===== src/verilog/cmb_defines.svh =====
// address map, field positions and reset values of the core memory bus interface
`ifndef CMB_DEFINES_SVH
`define CMB_DEFINES_SVH

// bus widths
`define CMB_PROG_AW 21
`define CMB_DATA_AW 24
`define CMB_WORD_W 16
`define CMB_LONG_W 32

// byte accesses live in the lower half: this bit is cleared for them
`define CMB_DATA_MSB 23

// data space regions, word addresses, inclusive
`define CMB_DRAM_BASE 24'h000000
`define CMB_DRAM_LAST 24'h0007FF
`define CMB_DFLASH_BASE 24'h004000
`define CMB_DFLASH_LAST 24'h005FFF
`define CMB_IO_BASE 24'h00F000
`define CMB_IO_LAST 24'h00FFFF

// program space regions, word addresses, inclusive
`define CMB_PFLASH_BASE 21'h000000
`define CMB_PFLASH_LAST 21'h001FFF
`define CMB_PRAM_BASE 21'h008000
`define CMB_PRAM_LAST 21'h0087FF

// reset values
`define CMB_RST_DATA_ADDR 24'h000000
`define CMB_RST_PROG_ADDR 21'h000000
`define CMB_RST_WORD 16'h0000
`define CMB_RST_LONG 32'h00000000

`endif


===== src/verilog/cmb_pkg.sv =====
// types shared by the core memory bus interface modules
package cmb_pkg;

    // memory that an access lands in
    typedef enum logic [1:0] {
        CMB_TGT_NONE  = 2'h0,
        CMB_TGT_RAM   = 2'h1,
        CMB_TGT_FLASH = 2'h2,
        CMB_TGT_IO    = 2'h3
    } cmb_target_t;

    // operand size on the primary data port
    typedef enum logic [1:0] {
        CMB_SIZE_BYTE = 2'h0,
        CMB_SIZE_WORD = 2'h1,
        CMB_SIZE_LONG = 2'h2
    } cmb_size_t;

    // arbitration state, gray along idle -> defer -> idle
    typedef enum logic [1:0] {
        CMB_ST_IDLE  = 2'h0,
        CMB_ST_DEFER = 2'h1
    } cmb_state_t;

endpackage


===== src/verilog/cmb_read_return.sv =====
// read return lane: follows a read two cycles and registers the selected answer
module cmb_read_return #(
    parameter int W = 16
) (
    input wire logic mclk,
    input wire logic resetn,
    input wire logic issue,
    input wire cmb_pkg::cmb_target_t target,
    input wire logic [W-1:0] ramData,
    input wire logic [15:0] flashData,
    input wire logic [15:0] ioData,
    output logic [W-1:0] readData,
    output logic readValid
);
    import cmb_pkg::*;

    logic issue1;
    logic issue2;
    cmb_target_t tgt1;
    cmb_target_t tgt2;
    logic [W-1:0] next_readData;

    ////////////////////////////////////////////////////////////////////////////
    // pick the answer of the memory the read went to; unmapped reads return zero
    assign next_readData = (tgt2 == CMB_TGT_RAM) ? ramData :
                           (tgt2 == CMB_TGT_FLASH) ? W'(flashData) :
                           (tgt2 == CMB_TGT_IO) ? W'(ioData) : '0;

    ////////////////////////////////////////////////////////////////////////////
    // tag pipeline aligned with request outputs, then with memory data
    always_ff @(posedge mclk) begin
        if (!resetn) begin
            issue1 <= 1'b0;
            issue2 <= 1'b0;
            tgt1 <= CMB_TGT_NONE;
            tgt2 <= CMB_TGT_NONE;
            readValid <= 1'b0;
            readData <= '0;
        end else begin
            issue1 <= issue;
            tgt1 <= target;
            issue2 <= issue1;
            tgt2 <= tgt1;
            readValid <= issue2;
            if (issue2) begin
                readData <= next_readData;
            end
        end
    end

endmodule


===== src/verilog/core_memory_bus_interface.sv =====
// core memory bus interface: routes program and data accesses to ram, flash and i/o
//
// Behaviour
// - 21-bit program address, 16-bit program read bus
// - program writes take low 16 write bits
// - primary port: 24-bit address, 32-bit data
// - primary address also reaches memory-mapped i/o
// - secondary port: word reads only, 16-bit bus
// - byte access forces address msb to zero
// - primary ram port 32 bits, others 16
// - ram serves both data ports in one cycle without a stall, except in the deferred cycle after a flash or i/o conflict
// - flash reads/writes pass straight to arrays
`include "cmb_defines.svh"

module cmb_core_memory_bus_interface (
    input wire logic mclk,
    input wire logic resetn,
    // program port from the core
    input wire logic [20:0] progAddr,
    input wire logic progRead,
    input wire logic progWrite,
    output logic [15:0] progReadData,
    output logic progReadValid,
    // primary data port from the core
    input wire logic [23:0] primaryDataAddress,
    input wire logic priRead,
    input wire logic priWrite,
    input wire cmb_pkg::cmb_size_t priSize,
    input wire logic [31:0] priWriteData,
    output logic [31:0] priReadData,
    output logic priReadValid,
    // secondary data port from the core
    input wire logic [23:0] secondaryDataAddress,
    input wire logic secRead,
    output logic [15:0] secondaryReadBus,
    output logic secReadValid,
    output logic stall,
    // ram primary port, 32 bits
    output logic [23:0] ramAAddr,
    output logic ramARead,
    output logic ramAWrite,
    output cmb_pkg::cmb_size_t ramASize,
    output logic [31:0] ramAWriteData,
    input wire logic [31:0] ramAReadData,
    // ram secondary port, 16 bits, reads only
    output logic [23:0] ramBAddr,
    output logic ramBRead,
    input wire logic [15:0] ramBReadData,
    // ram program port, 16 bits
    output logic [20:0] ramPAddr,
    output logic ramPRead,
    output logic ramPWrite,
    output logic [15:0] ramPWriteData,
    input wire logic [15:0] ramPReadData,
    // flash interface unit, program port
    output logic [20:0] flashPAddr,
    output logic flashPRead,
    output logic flashPWrite,
    output logic [15:0] flashPWriteData,
    input wire logic [15:0] flashPReadData,
    // flash interface unit, data port
    output logic [23:0] flashDAddr,
    output logic flashDRead,
    output logic flashDWrite,
    output logic [15:0] flashDWriteData,
    input wire logic [15:0] flashDReadData,
    // memory-mapped i/o toward the peripheral bridge
    output logic [23:0] ioAddr,
    output logic ioRead,
    output logic ioWrite,
    output logic [15:0] ioWriteData,
    input wire logic [15:0] ioReadData
);
    import cmb_pkg::*;

    ////////////////////////////////////////////////////////////////////////////
    // address decoders, one map for each space
    function automatic cmb_target_t decodeData(input logic [23:0] addr);
        if (addr >= `CMB_DRAM_BASE && addr <= `CMB_DRAM_LAST) begin
            return CMB_TGT_RAM;
        end else if (addr >= `CMB_DFLASH_BASE && addr <= `CMB_DFLASH_LAST) begin
            return CMB_TGT_FLASH;
        end else if (addr >= `CMB_IO_BASE && addr <= `CMB_IO_LAST) begin
            return CMB_TGT_IO;
        end else begin
            return CMB_TGT_NONE;
        end
    endfunction

    function automatic cmb_target_t decodeProg(input logic [20:0] addr);
        if (addr >= `CMB_PFLASH_BASE && addr <= `CMB_PFLASH_LAST) begin
            return CMB_TGT_FLASH;
        end else if (addr >= `CMB_PRAM_BASE && addr <= `CMB_PRAM_LAST) begin
            return CMB_TGT_RAM;
        end else begin
            return CMB_TGT_NONE;
        end
    endfunction

    cmb_state_t state;
    cmb_state_t next_state;
    logic [23:0] heldSecAddr;
    cmb_target_t heldSecTgt;

    ////////////////////////////////////////////////////////////////////////////
    // request qualification and target decode
    wire priByte = (priSize == CMB_SIZE_BYTE);
    wire [23:0] priAddrEff = priByte ? {1'b0, primaryDataAddress[`CMB_DATA_MSB-1:0]}
                                     : primaryDataAddress;
    wire cmb_target_t priTgt = decodeData(priAddrEff);
    wire cmb_target_t secTgtIn = decodeData(secondaryDataAddress);
    wire cmb_target_t progTgt = decodeProg(progAddr);
    wire accept = (state == CMB_ST_IDLE); // requests seen while stalled are dropped
    wire progGo = accept && (progRead || progWrite);
    wire priGo = accept && (priRead || priWrite);
    wire secGo = accept && secRead;

    ////////////////////////////////////////////////////////////////////////////
    // conflict: ram is dual ported, flash and i/o data ports are not
    wire shared = (priTgt == CMB_TGT_FLASH) || (priTgt == CMB_TGT_IO);
    wire conflict = priGo && secGo && (priTgt == secTgtIn) && shared;
    wire deferred = (state == CMB_ST_DEFER);
    wire secIssue = (secGo && !conflict) || deferred;
    wire [23:0] secAddrIssue = deferred ? heldSecAddr : secondaryDataAddress;
    wire cmb_target_t secTgtIssue = deferred ? heldSecTgt : secTgtIn;

    ////////////////////////////////////////////////////////////////////////////
    // per-target request strobes
    wire priRam = priGo && (priTgt == CMB_TGT_RAM);
    wire priFlash = priGo && (priTgt == CMB_TGT_FLASH);
    wire priIo = priGo && (priTgt == CMB_TGT_IO);
    wire secRam = secIssue && (secTgtIssue == CMB_TGT_RAM);
    wire secFlash = secIssue && (secTgtIssue == CMB_TGT_FLASH);
    wire secIo = secIssue && (secTgtIssue == CMB_TGT_IO);
    wire progRam = progGo && (progTgt == CMB_TGT_RAM);
    wire progFlash = progGo && (progTgt == CMB_TGT_FLASH);
    wire [15:0] progWord = priWriteData[15:0];

    ////////////////////////////////////////////////////////////////////////////
    // shared 16-bit data ports: primary owns them unless the secondary is alone
    wire [23:0] flashDAddrSel = priFlash ? priAddrEff : secAddrIssue;
    wire [23:0] ioAddrSel = priIo ? priAddrEff : secAddrIssue;

    ////////////////////////////////////////////////////////////////////////////
    // arbitration state and the held secondary request
    assign next_state = conflict ? CMB_ST_DEFER : CMB_ST_IDLE;

    always_ff @(posedge mclk) begin
        if (!resetn) begin
            state <= CMB_ST_IDLE;
            stall <= 1'b0;
            heldSecAddr <= `CMB_RST_DATA_ADDR;
            heldSecTgt <= CMB_TGT_NONE;
        end else begin
            state <= next_state;
            stall <= conflict;
            if (conflict) begin
                heldSecAddr <= secondaryDataAddress;
                heldSecTgt <= secTgtIn;
            end
        end
    end

    ////////////////////////////////////////////////////////////////////////////
    // ram ports: 32-bit primary, 16-bit secondary and program
    always_ff @(posedge mclk) begin
        if (!resetn) begin
            ramAAddr <= `CMB_RST_DATA_ADDR;
            ramARead <= 1'b0;
            ramAWrite <= 1'b0;
            ramASize <= CMB_SIZE_WORD;
            ramAWriteData <= `CMB_RST_LONG;
            ramBAddr <= `CMB_RST_DATA_ADDR;
            ramBRead <= 1'b0;
            ramPAddr <= `CMB_RST_PROG_ADDR;
            ramPRead <= 1'b0;
            ramPWrite <= 1'b0;
            ramPWriteData <= `CMB_RST_WORD;
        end else begin
            ramAAddr <= priAddrEff;
            ramARead <= priRam && priRead;
            ramAWrite <= priRam && priWrite;
            ramASize <= priSize;
            ramAWriteData <= priWriteData;
            ramBAddr <= secAddrIssue;
            ramBRead <= secRam;
            ramPAddr <= progAddr;
            ramPRead <= progRam && progRead;
            ramPWrite <= progRam && progWrite;
            ramPWriteData <= progWord;
        end
    end

    ////////////////////////////////////////////////////////////////////////////
    // flash arrays: reads and writes only, control goes over the peripheral bus
    always_ff @(posedge mclk) begin
        if (!resetn) begin
            flashPAddr <= `CMB_RST_PROG_ADDR;
            flashPRead <= 1'b0;
            flashPWrite <= 1'b0;
            flashPWriteData <= `CMB_RST_WORD;
            flashDAddr <= `CMB_RST_DATA_ADDR;
            flashDRead <= 1'b0;
            flashDWrite <= 1'b0;
            flashDWriteData <= `CMB_RST_WORD;
        end else begin
            flashPAddr <= progAddr;
            flashPRead <= progFlash && progRead;
            flashPWrite <= progFlash && progWrite;
            flashPWriteData <= progWord;
            flashDAddr <= flashDAddrSel;
            flashDRead <= (priFlash && priRead) || secFlash;
            flashDWrite <= priFlash && priWrite;
            flashDWriteData <= priWriteData[15:0];
        end
    end

    ////////////////////////////////////////////////////////////////////////////
    // memory-mapped i/o reached through the primary or secondary address
    always_ff @(posedge mclk) begin
        if (!resetn) begin
            ioAddr <= `CMB_RST_DATA_ADDR;
            ioRead <= 1'b0;
            ioWrite <= 1'b0;
            ioWriteData <= `CMB_RST_WORD;
        end else begin
            ioAddr <= ioAddrSel;
            ioRead <= (priIo && priRead) || secIo;
            ioWrite <= priIo && priWrite;
            ioWriteData <= priWriteData[15:0];
        end
    end

    ////////////////////////////////////////////////////////////////////////////
    // read return lanes, one per core read bus
    cmb_read_return #(.W(16)) progReturn (
        .mclk(mclk),
        .resetn(resetn),
        .issue(progGo && progRead),
        .target(progTgt),
        .ramData(ramPReadData),
        .flashData(flashPReadData),
        .ioData(16'h0000),
        .readData(progReadData),
        .readValid(progReadValid)
    );

    cmb_read_return #(.W(32)) priReturn (
        .mclk(mclk),
        .resetn(resetn),
        .issue(priGo && priRead),
        .target(priTgt),
        .ramData(ramAReadData),
        .flashData(flashDReadData),
        .ioData(ioReadData),
        .readData(priReadData),
        .readValid(priReadValid)
    );

    cmb_read_return #(.W(16)) secReturn (
        .mclk(mclk),
        .resetn(resetn),
        .issue(secIssue),
        .target(secTgtIssue),
        .ramData(ramBReadData),
        .flashData(flashDReadData),
        .ioData(ioReadData),
        .readData(secondaryReadBus),
        .readValid(secReadValid)
    );

endmodule


===== config.mk =====
export PLATFORM = sky130hd
export DESIGN_NAME = cmb_core_memory_bus_interface
export DESIGN_NICKNAME = d
export VERILOG_FILES = /design/src/verilog/cmb_pkg.sv /design/src/verilog/cmb_read_return.sv /design/src/verilog/core_memory_bus_interface.sv
export VERILOG_INCLUDE_DIRS = /design/src /design/src/verilog
export SDC_FILE = /design/constraint.sdc
export NUM_CORES = 1
export LEC_CHECK = 0
export BUFFER_PORTS_ARGS = -buffer_cell sky130_fd_sc_hd__buf_4
export CORE_AREA = 3 3 209 211
export DETAILED_ROUTE_END_ITERATION = 8
export DIE_AREA = 0 0 212 214
export PLACE_DENSITY = 0.54
export SLEW_MARGIN = 20
export SYNTH_ARGS = -nofsm -noshare
export SYNTH_HDL_FRONTEND = slang
export SYNTH_SLANG_ARGS = --single-unit

===== constraint.sdc =====
create_clock -name mclk -period 4.2 [get_ports mclk]
set_input_delay 0.21 -clock mclk [delete_from_list [all_inputs] [get_ports mclk]]
set_output_delay 0.21 -clock mclk [all_outputs]
set_load 0.01 [all_outputs]

Word level (Yosys, flattened, before mapping)
Cells that the tools add are included.

Bits in registers: 292. Output and inout bits: 315. Logic and storage cells: 141.

Magnitude comparators: 16. Eq/ne operators: 18. Multiplexer cells: 22. Reduce and logical (&&, ||, !) cells: 44.

Operator list (number): 16-bit two-way mux (6); 24-bit two-way mux (4); 32-bit two-way mux (2); 24-bit by 1-bit greater-or-equal comparator with 1-bit output, second input constant (2); 24-bit by 15-bit greater-or-equal comparator with 1-bit output, second input constant (2); 24-bit by 16-bit greater-or-equal comparator with 1-bit output, second input constant (2); 24-bit by 11-bit <= comparator with 1-bit output, second input constant (2); 24-bit by 15-bit <= comparator with 1-bit output, second input constant (2); 24-bit by 16-bit <= comparator with 1-bit output, second input constant (2); 1-bit logical AND (35); 21-bit by 1-bit greater-or-equal comparator with 1-bit output, second input constant (1); 21-bit by 16-bit greater-or-equal comparator with 1-bit output, second input constant (1); 21-bit by 13-bit <= comparator with 1-bit output, second input constant (1); 21-bit by 16-bit <= comparator with 1-bit output, second input constant (1); 2-bit equality test, second input constant (10); 2-bit two-way mux (8); 2-bit by 1-bit equality test with 1-bit output, second input constant (7); 1-bit logical OR (6); 2-bit logical NOT (2); 2-bit equality test (1); 1-bit two-way mux (2); 1-bit logical NOT (1).

Longest topological paths before layout
Word-level depth: 15. Gate-level depth with buffers: 8. Mapped depth without buffers: 5.

Cells and area by module
A second synthesis with hierarchy kept.

Cells, all modules: 1098. Area total of the unflattened synthesis: 10995.5 sq um.

Modules (own cells, without submodules): cmb_core_memory_bus_interface (times used 1, cells an instance 656, area an instance 6725.2 sq um, seq. area each 3783.6 sq um); cmb_read_return (progReturn ...) (times used 2, cells an instance 124, area an instance 1232.4 sq um, seq. area each 460.4 sq um); cmb_read_return (priReturn) (times used 1, cells an instance 194, area an instance 1805.5 sq um, seq. area each 780.7 sq um).

Worst setup path before layout
No wires, ideal clock.

Path kind: reg-to-reg. Start point: register, netlist name stall. End point: register heldSecAddr[10]. Library setup time: 132 ps. Arrival: 1524 ps. Path slack: 2543 ps. Stages on the path, launching flop included: 8. Buffers on the path: 2. Cell sequence: dfxtp_1 clkbuf_1 nor2b_1 o221a_2 nand4_4 buf_2 o31ai_1 a21oi_1.

RTL lines: end signal, assigned (RTL line core_memory_bus_interface.sv:152) `` heldSecAddr <= `CMB_RST_DATA_ADDR; ``; end signal, assigned (RTL line core_memory_bus_interface.sv:158) `heldSecAddr <= secondaryDataAddress;`; end, declared (RTL line core_memory_bus_interface.sv:102) `logic [23:0] heldSecAddr;`.

Worst setup path after layout
Start point: input port primaryDataAddress[20]. End point: register heldSecAddr[23].

Longest elaborated chain between the ends: 9. Elaborated cells between the ends (all ways): 19. Classes of those cells: order compare: 6; eq/ne: 3; mux: 4; reduce/logical: 6.

Ends and longest elaborated chain: start, declared (RTL line core_memory_bus_interface.sv:25) `input wire logic [23:0] primaryDataAddress,`; 24-bit two-way mux * (RTL line core_memory_bus_interface.sv:108) `` wire [23:0] priAddrEff = priByte ? {1'b0, primaryDataAddress[`CMB_DATA_MSB-1:0]} ``; 24-bit by 16-bit greater-or-equal comparator with 1-bit output (no source line) / 24-bit by 16-bit <= comparator with 1-bit output (equally long branches); 1-bit logical AND (no source line); 2-bit two-way mux (RTL line core_memory_bus_interface.sv:83) `` end else if (addr >= `CMB_IO_BASE && addr <= `CMB_IO_LAST) begin ``; 2-bit two-way mux (RTL line core_memory_bus_interface.sv:81) `` end else if (addr >= `CMB_DFLASH_BASE && addr <= `CMB_DFLASH_LAST) begin ``; 2-bit two-way mux * (RTL line core_memory_bus_interface.sv:79) `` if (addr >= `CMB_DRAM_BASE && addr <= `CMB_DRAM_LAST) begin ``; 2-bit equality test (on tied branches) (RTL line core_memory_bus_interface.sv:121, core_memory_bus_interface.sv:120); 1-bit logical AND / 1-bit logical OR (equally long branches) (RTL line core_memory_bus_interface.sv:121, core_memory_bus_interface.sv:120); 1-bit logical AND * (RTL line core_memory_bus_interface.sv:121) `wire conflict = priGo && secGo && (priTgt == secTgtIn) && shared;`.

Mark *: on every way between the ends. The rest lies on a longest branch, timed or not. A chain may end at the register's enable or synchronous reset.

==> impl_metrics.yaml <==
outcome:
  status: "complete, no violations"
setup_path:
  required_ns: 4.65
  worst-path-buf-inv: 2
  r2r_start: "stall"
  slowest_stage: "and4_1"
  critPathMaxStageDelay_ns: 0.69
  cp.arrival_ns: 3.10
  endpoint_kind: "flop"
  cp-start-kind: "primary input"
  worst-setup-path-type: "primary input to flop"
  cp_top_family: "simple AND/OR/NAND/NOR gates"
  startpoint: "primaryDataAddress[20]"
  reg2reg_setup_slack_ns: 2.14
  cp_cell_sequence: "dlygate4sd3_1 > buf_4 > nor3_1 > and3_1 > and4_1 > nand3_2 > and3_1"
  crit_fanout: 15
  cpMostUsedCell: "and3_1"
clocking:
  clockBufferDepth: 3
  cts_max_level: 1
  cts_tree: "done"
  cts.clk_slew.worst_paths_ns: 0.06
  post_cts.repair.setup_buffers: 0
  cts_resized: 0
  clock_sinks: 274
  clock_latency_ns: 0.55
  numCtsBuffers: 31
  clockRootBuffer: "clkbuf_16"
timing:
  fin_skew_ns: 0.0109
  fmax_mhz: 377
  max-slew-margin-rel_pct: 31.6
  tightest_slew_ns: 1.02
  hold_viol: 0
  setup_viol: 0
  setup_tns_ns: 0
  fin_crit_ns: 2.65
  period_share_pct: 63.1
  hold_ws_ns: 0.0500
  slew_violations: 0
  rsz0062_at_grt: "false"
drt:
  wire_per_inst_microns: 18.2
  num_vias: 9418
  drtPass1Iterations: 4
  vias_per_cell: 4.38
  drt_iter0_drc: 393
  wirelength_mm: 39.2
  drc_errors: 0
  ant_nets: 0
placed_design:
  portBuffers: 536
  gp_congestion: 0.789
  dp_hpwl_mm: 28.3
cells_and_area:
  fillers: 4184
  diodes: 0
  multi_input_area_sq_um: 3890
  area_growth_pct: 58.0
  finalNetCount: 1810
  drive_above_1_share_pct: 41.6
  register_area_sq_um: 5490
floorplan:
  core_sq_um: 41900
  start_util_pct: 24.7
  die_y_microns: 214
  io_pins: 537
  rows: 75
  dieArea_sq_um: 45400
  die_w_microns: 212
global_routing:
  overflow: 0
  grt_pass1_wl_mm: 57.5
  antenna_found_initial: 1
  grt_max_degree: 83
  grtUsageTotal_pct: 16.0
  grt_pass1_vias: 9607
job:
  max_cap_violations: 0
synth:
  synth-edff-count: 0
  synthCells: 1052
  synth_common_cells: "dfxtp_1, nor2_1, and2_1, buf_4, clkbuf_1"
  synth_area_leader_cell: "dfxtp_1"
  synth_cell_types: 53
  synth_seq_cells: 274
  yosysMostFrequentCell: "dfxtp_1"
  async_flop_share_pct: 0
  synth_area_per_cell_sq_um: 9.84
  synth_top_area_share_pct: 53.0
  ys_seq_area_share_pct: 53.0
  yosysWarnings: 0
  synth_area_leaders: "dfxtp_1, and2_1, buf_4, mux2_2, nor2_1"
  synth_ff_type: "dfxtp_1"
  synth_fp_nets: 1274
  netlist_area_sq_um: 10400
power:
  vdd_drop_max_mv: 0.274
  total_leakage_power_nw: 7.22
  power_density_nw_per_um2: 377
worst_hold_path:
  hold_class: "primary input to flop"
  hold_start: "flashPReadData[15]"
-- worst min-delay path: cells and delay by family --
kind | cells | cell delay (ns)
buf+inv | 1 | 0.08
compound gates | 2 | 0.27
-- logic make-up (layout without fill, tap and decap cells) --
family	after synthesis	after routing	synth area share [%]
simple gates	378	378	18.9
compound gates	173	173	12.3
mux	57	57	6.14
flops	274	274	53.0
buf+inv	170	730	9.67
-- report_power, final --
part	leakage (nW)	switching [W]	total (W)	internal [W]
logic	4.47	0.000319	0.000764	0.000444
registers	2.26	0.0000634	0.00277	0.00270
clock network	0.494	0.00111	0.00264	0.00153
total	7.22	0.00149	0.00617	0.00468
-- timing repair --
item	CTS	global route
hold buffers	118	0
endpoints found under the hold margin	147	0
endpoints found under the setup margin	0	0
-- stage by stage --
step | cell area (sq um) | worst slack (ns) | power [W] | instances | util, %
finish | 16400 | 1.55 | 0.00617 | 2151 | 39.0
global route | 16400 | 1.38 | 0.00644 | 2151 | 39.0
CTS | 16300 | 1.61 | 0.00629 | 2151 | 39.0
detailed placement | 14200 | 1.54 | 0.00350 | 1976 | 33.8
global placement | 14200 | 1.65 | 0.00350 | 1976 | 33.8
floorplan | 10400 | 2.54 | 0.00309 | 1052 | -
-- metal layers --
metal	track usage [%]	up-vias	share of wire [%]
li1	-	4587	-
met1	18.8	4431	40
met2	29.2	338	50
met3	3.57	60	7.1
met4	4.29	2	2.3
met5	0	-	0.033
-- area by class of cell --
cell class | count | share of cell area (%)
clock buffer | 45 | 5.43
tap | 539 | 4.12
sequential | 274 | 33.6
timing repair buffer | 663 | 32.2
clock inverter | 12 | 0.635
inverter | 10 | 0.245
multi-input combinational | 608 | 23.8
-- state kept, by name (all words and copies together) (netlist names), 16 cells and up --
signal,count
priReturn.readData,32
ramAWriteData,32
flashDAddr,24
heldSecAddr,24
ioAddr,24
ramAAddr,24
ramBAddr,24
flashPAddr,21
progReturn.readData,16
secReturn.readData,16
-- placed cells by master, fill, tap and decap left out, types with 2 or more instances in the layout --
| cell | instances |
|---|---|
| clkbuf_8 | 6 |
| a211oi_4 | 2 |
| dfxtp_2 | 3 |
| a211oi_1 | 49 |
| nor3_1 | 36 |
| dfxtp_1 | 271 |
| o31ai_1 | 17 |
| clkbuf_16 | 31 |
| dlygate4sd3_1 | 118 |
| nor2_1 | 150 |
| a31oi_1 | 2 |
| and2_1 | 106 |
| a32o_1 | 2 |
| clkbuf_1 | 8 |
| nor2b_1 | 20 |
| o21ai_0 | 2 |
| inv_6 | 4 |
| mux2_2 | 52 |
| a21oi_1 | 38 |
| nand3_1 | 4 |
| buf_4 | 545 |
| o21a_1 | 2 |
| clkinv_2 | 6 |
| inv_1 | 9 |
| nand2_1 | 18 |
| nand4_1 | 15 |
| and3_1 | 11 |
| a22oi_1 | 48 |
| nor4_2 | 2 |
| mux2i_1 | 5 |
-- final timing paths --
path,to,cells after the start
max,heldSecAddr[23],7
min,progReturn.readData[15],3
max reg2reg,heldSecAddr[23],5
min reg2reg,progReturn.tgt2[0],1
Power figures use the tool's default switching activity.
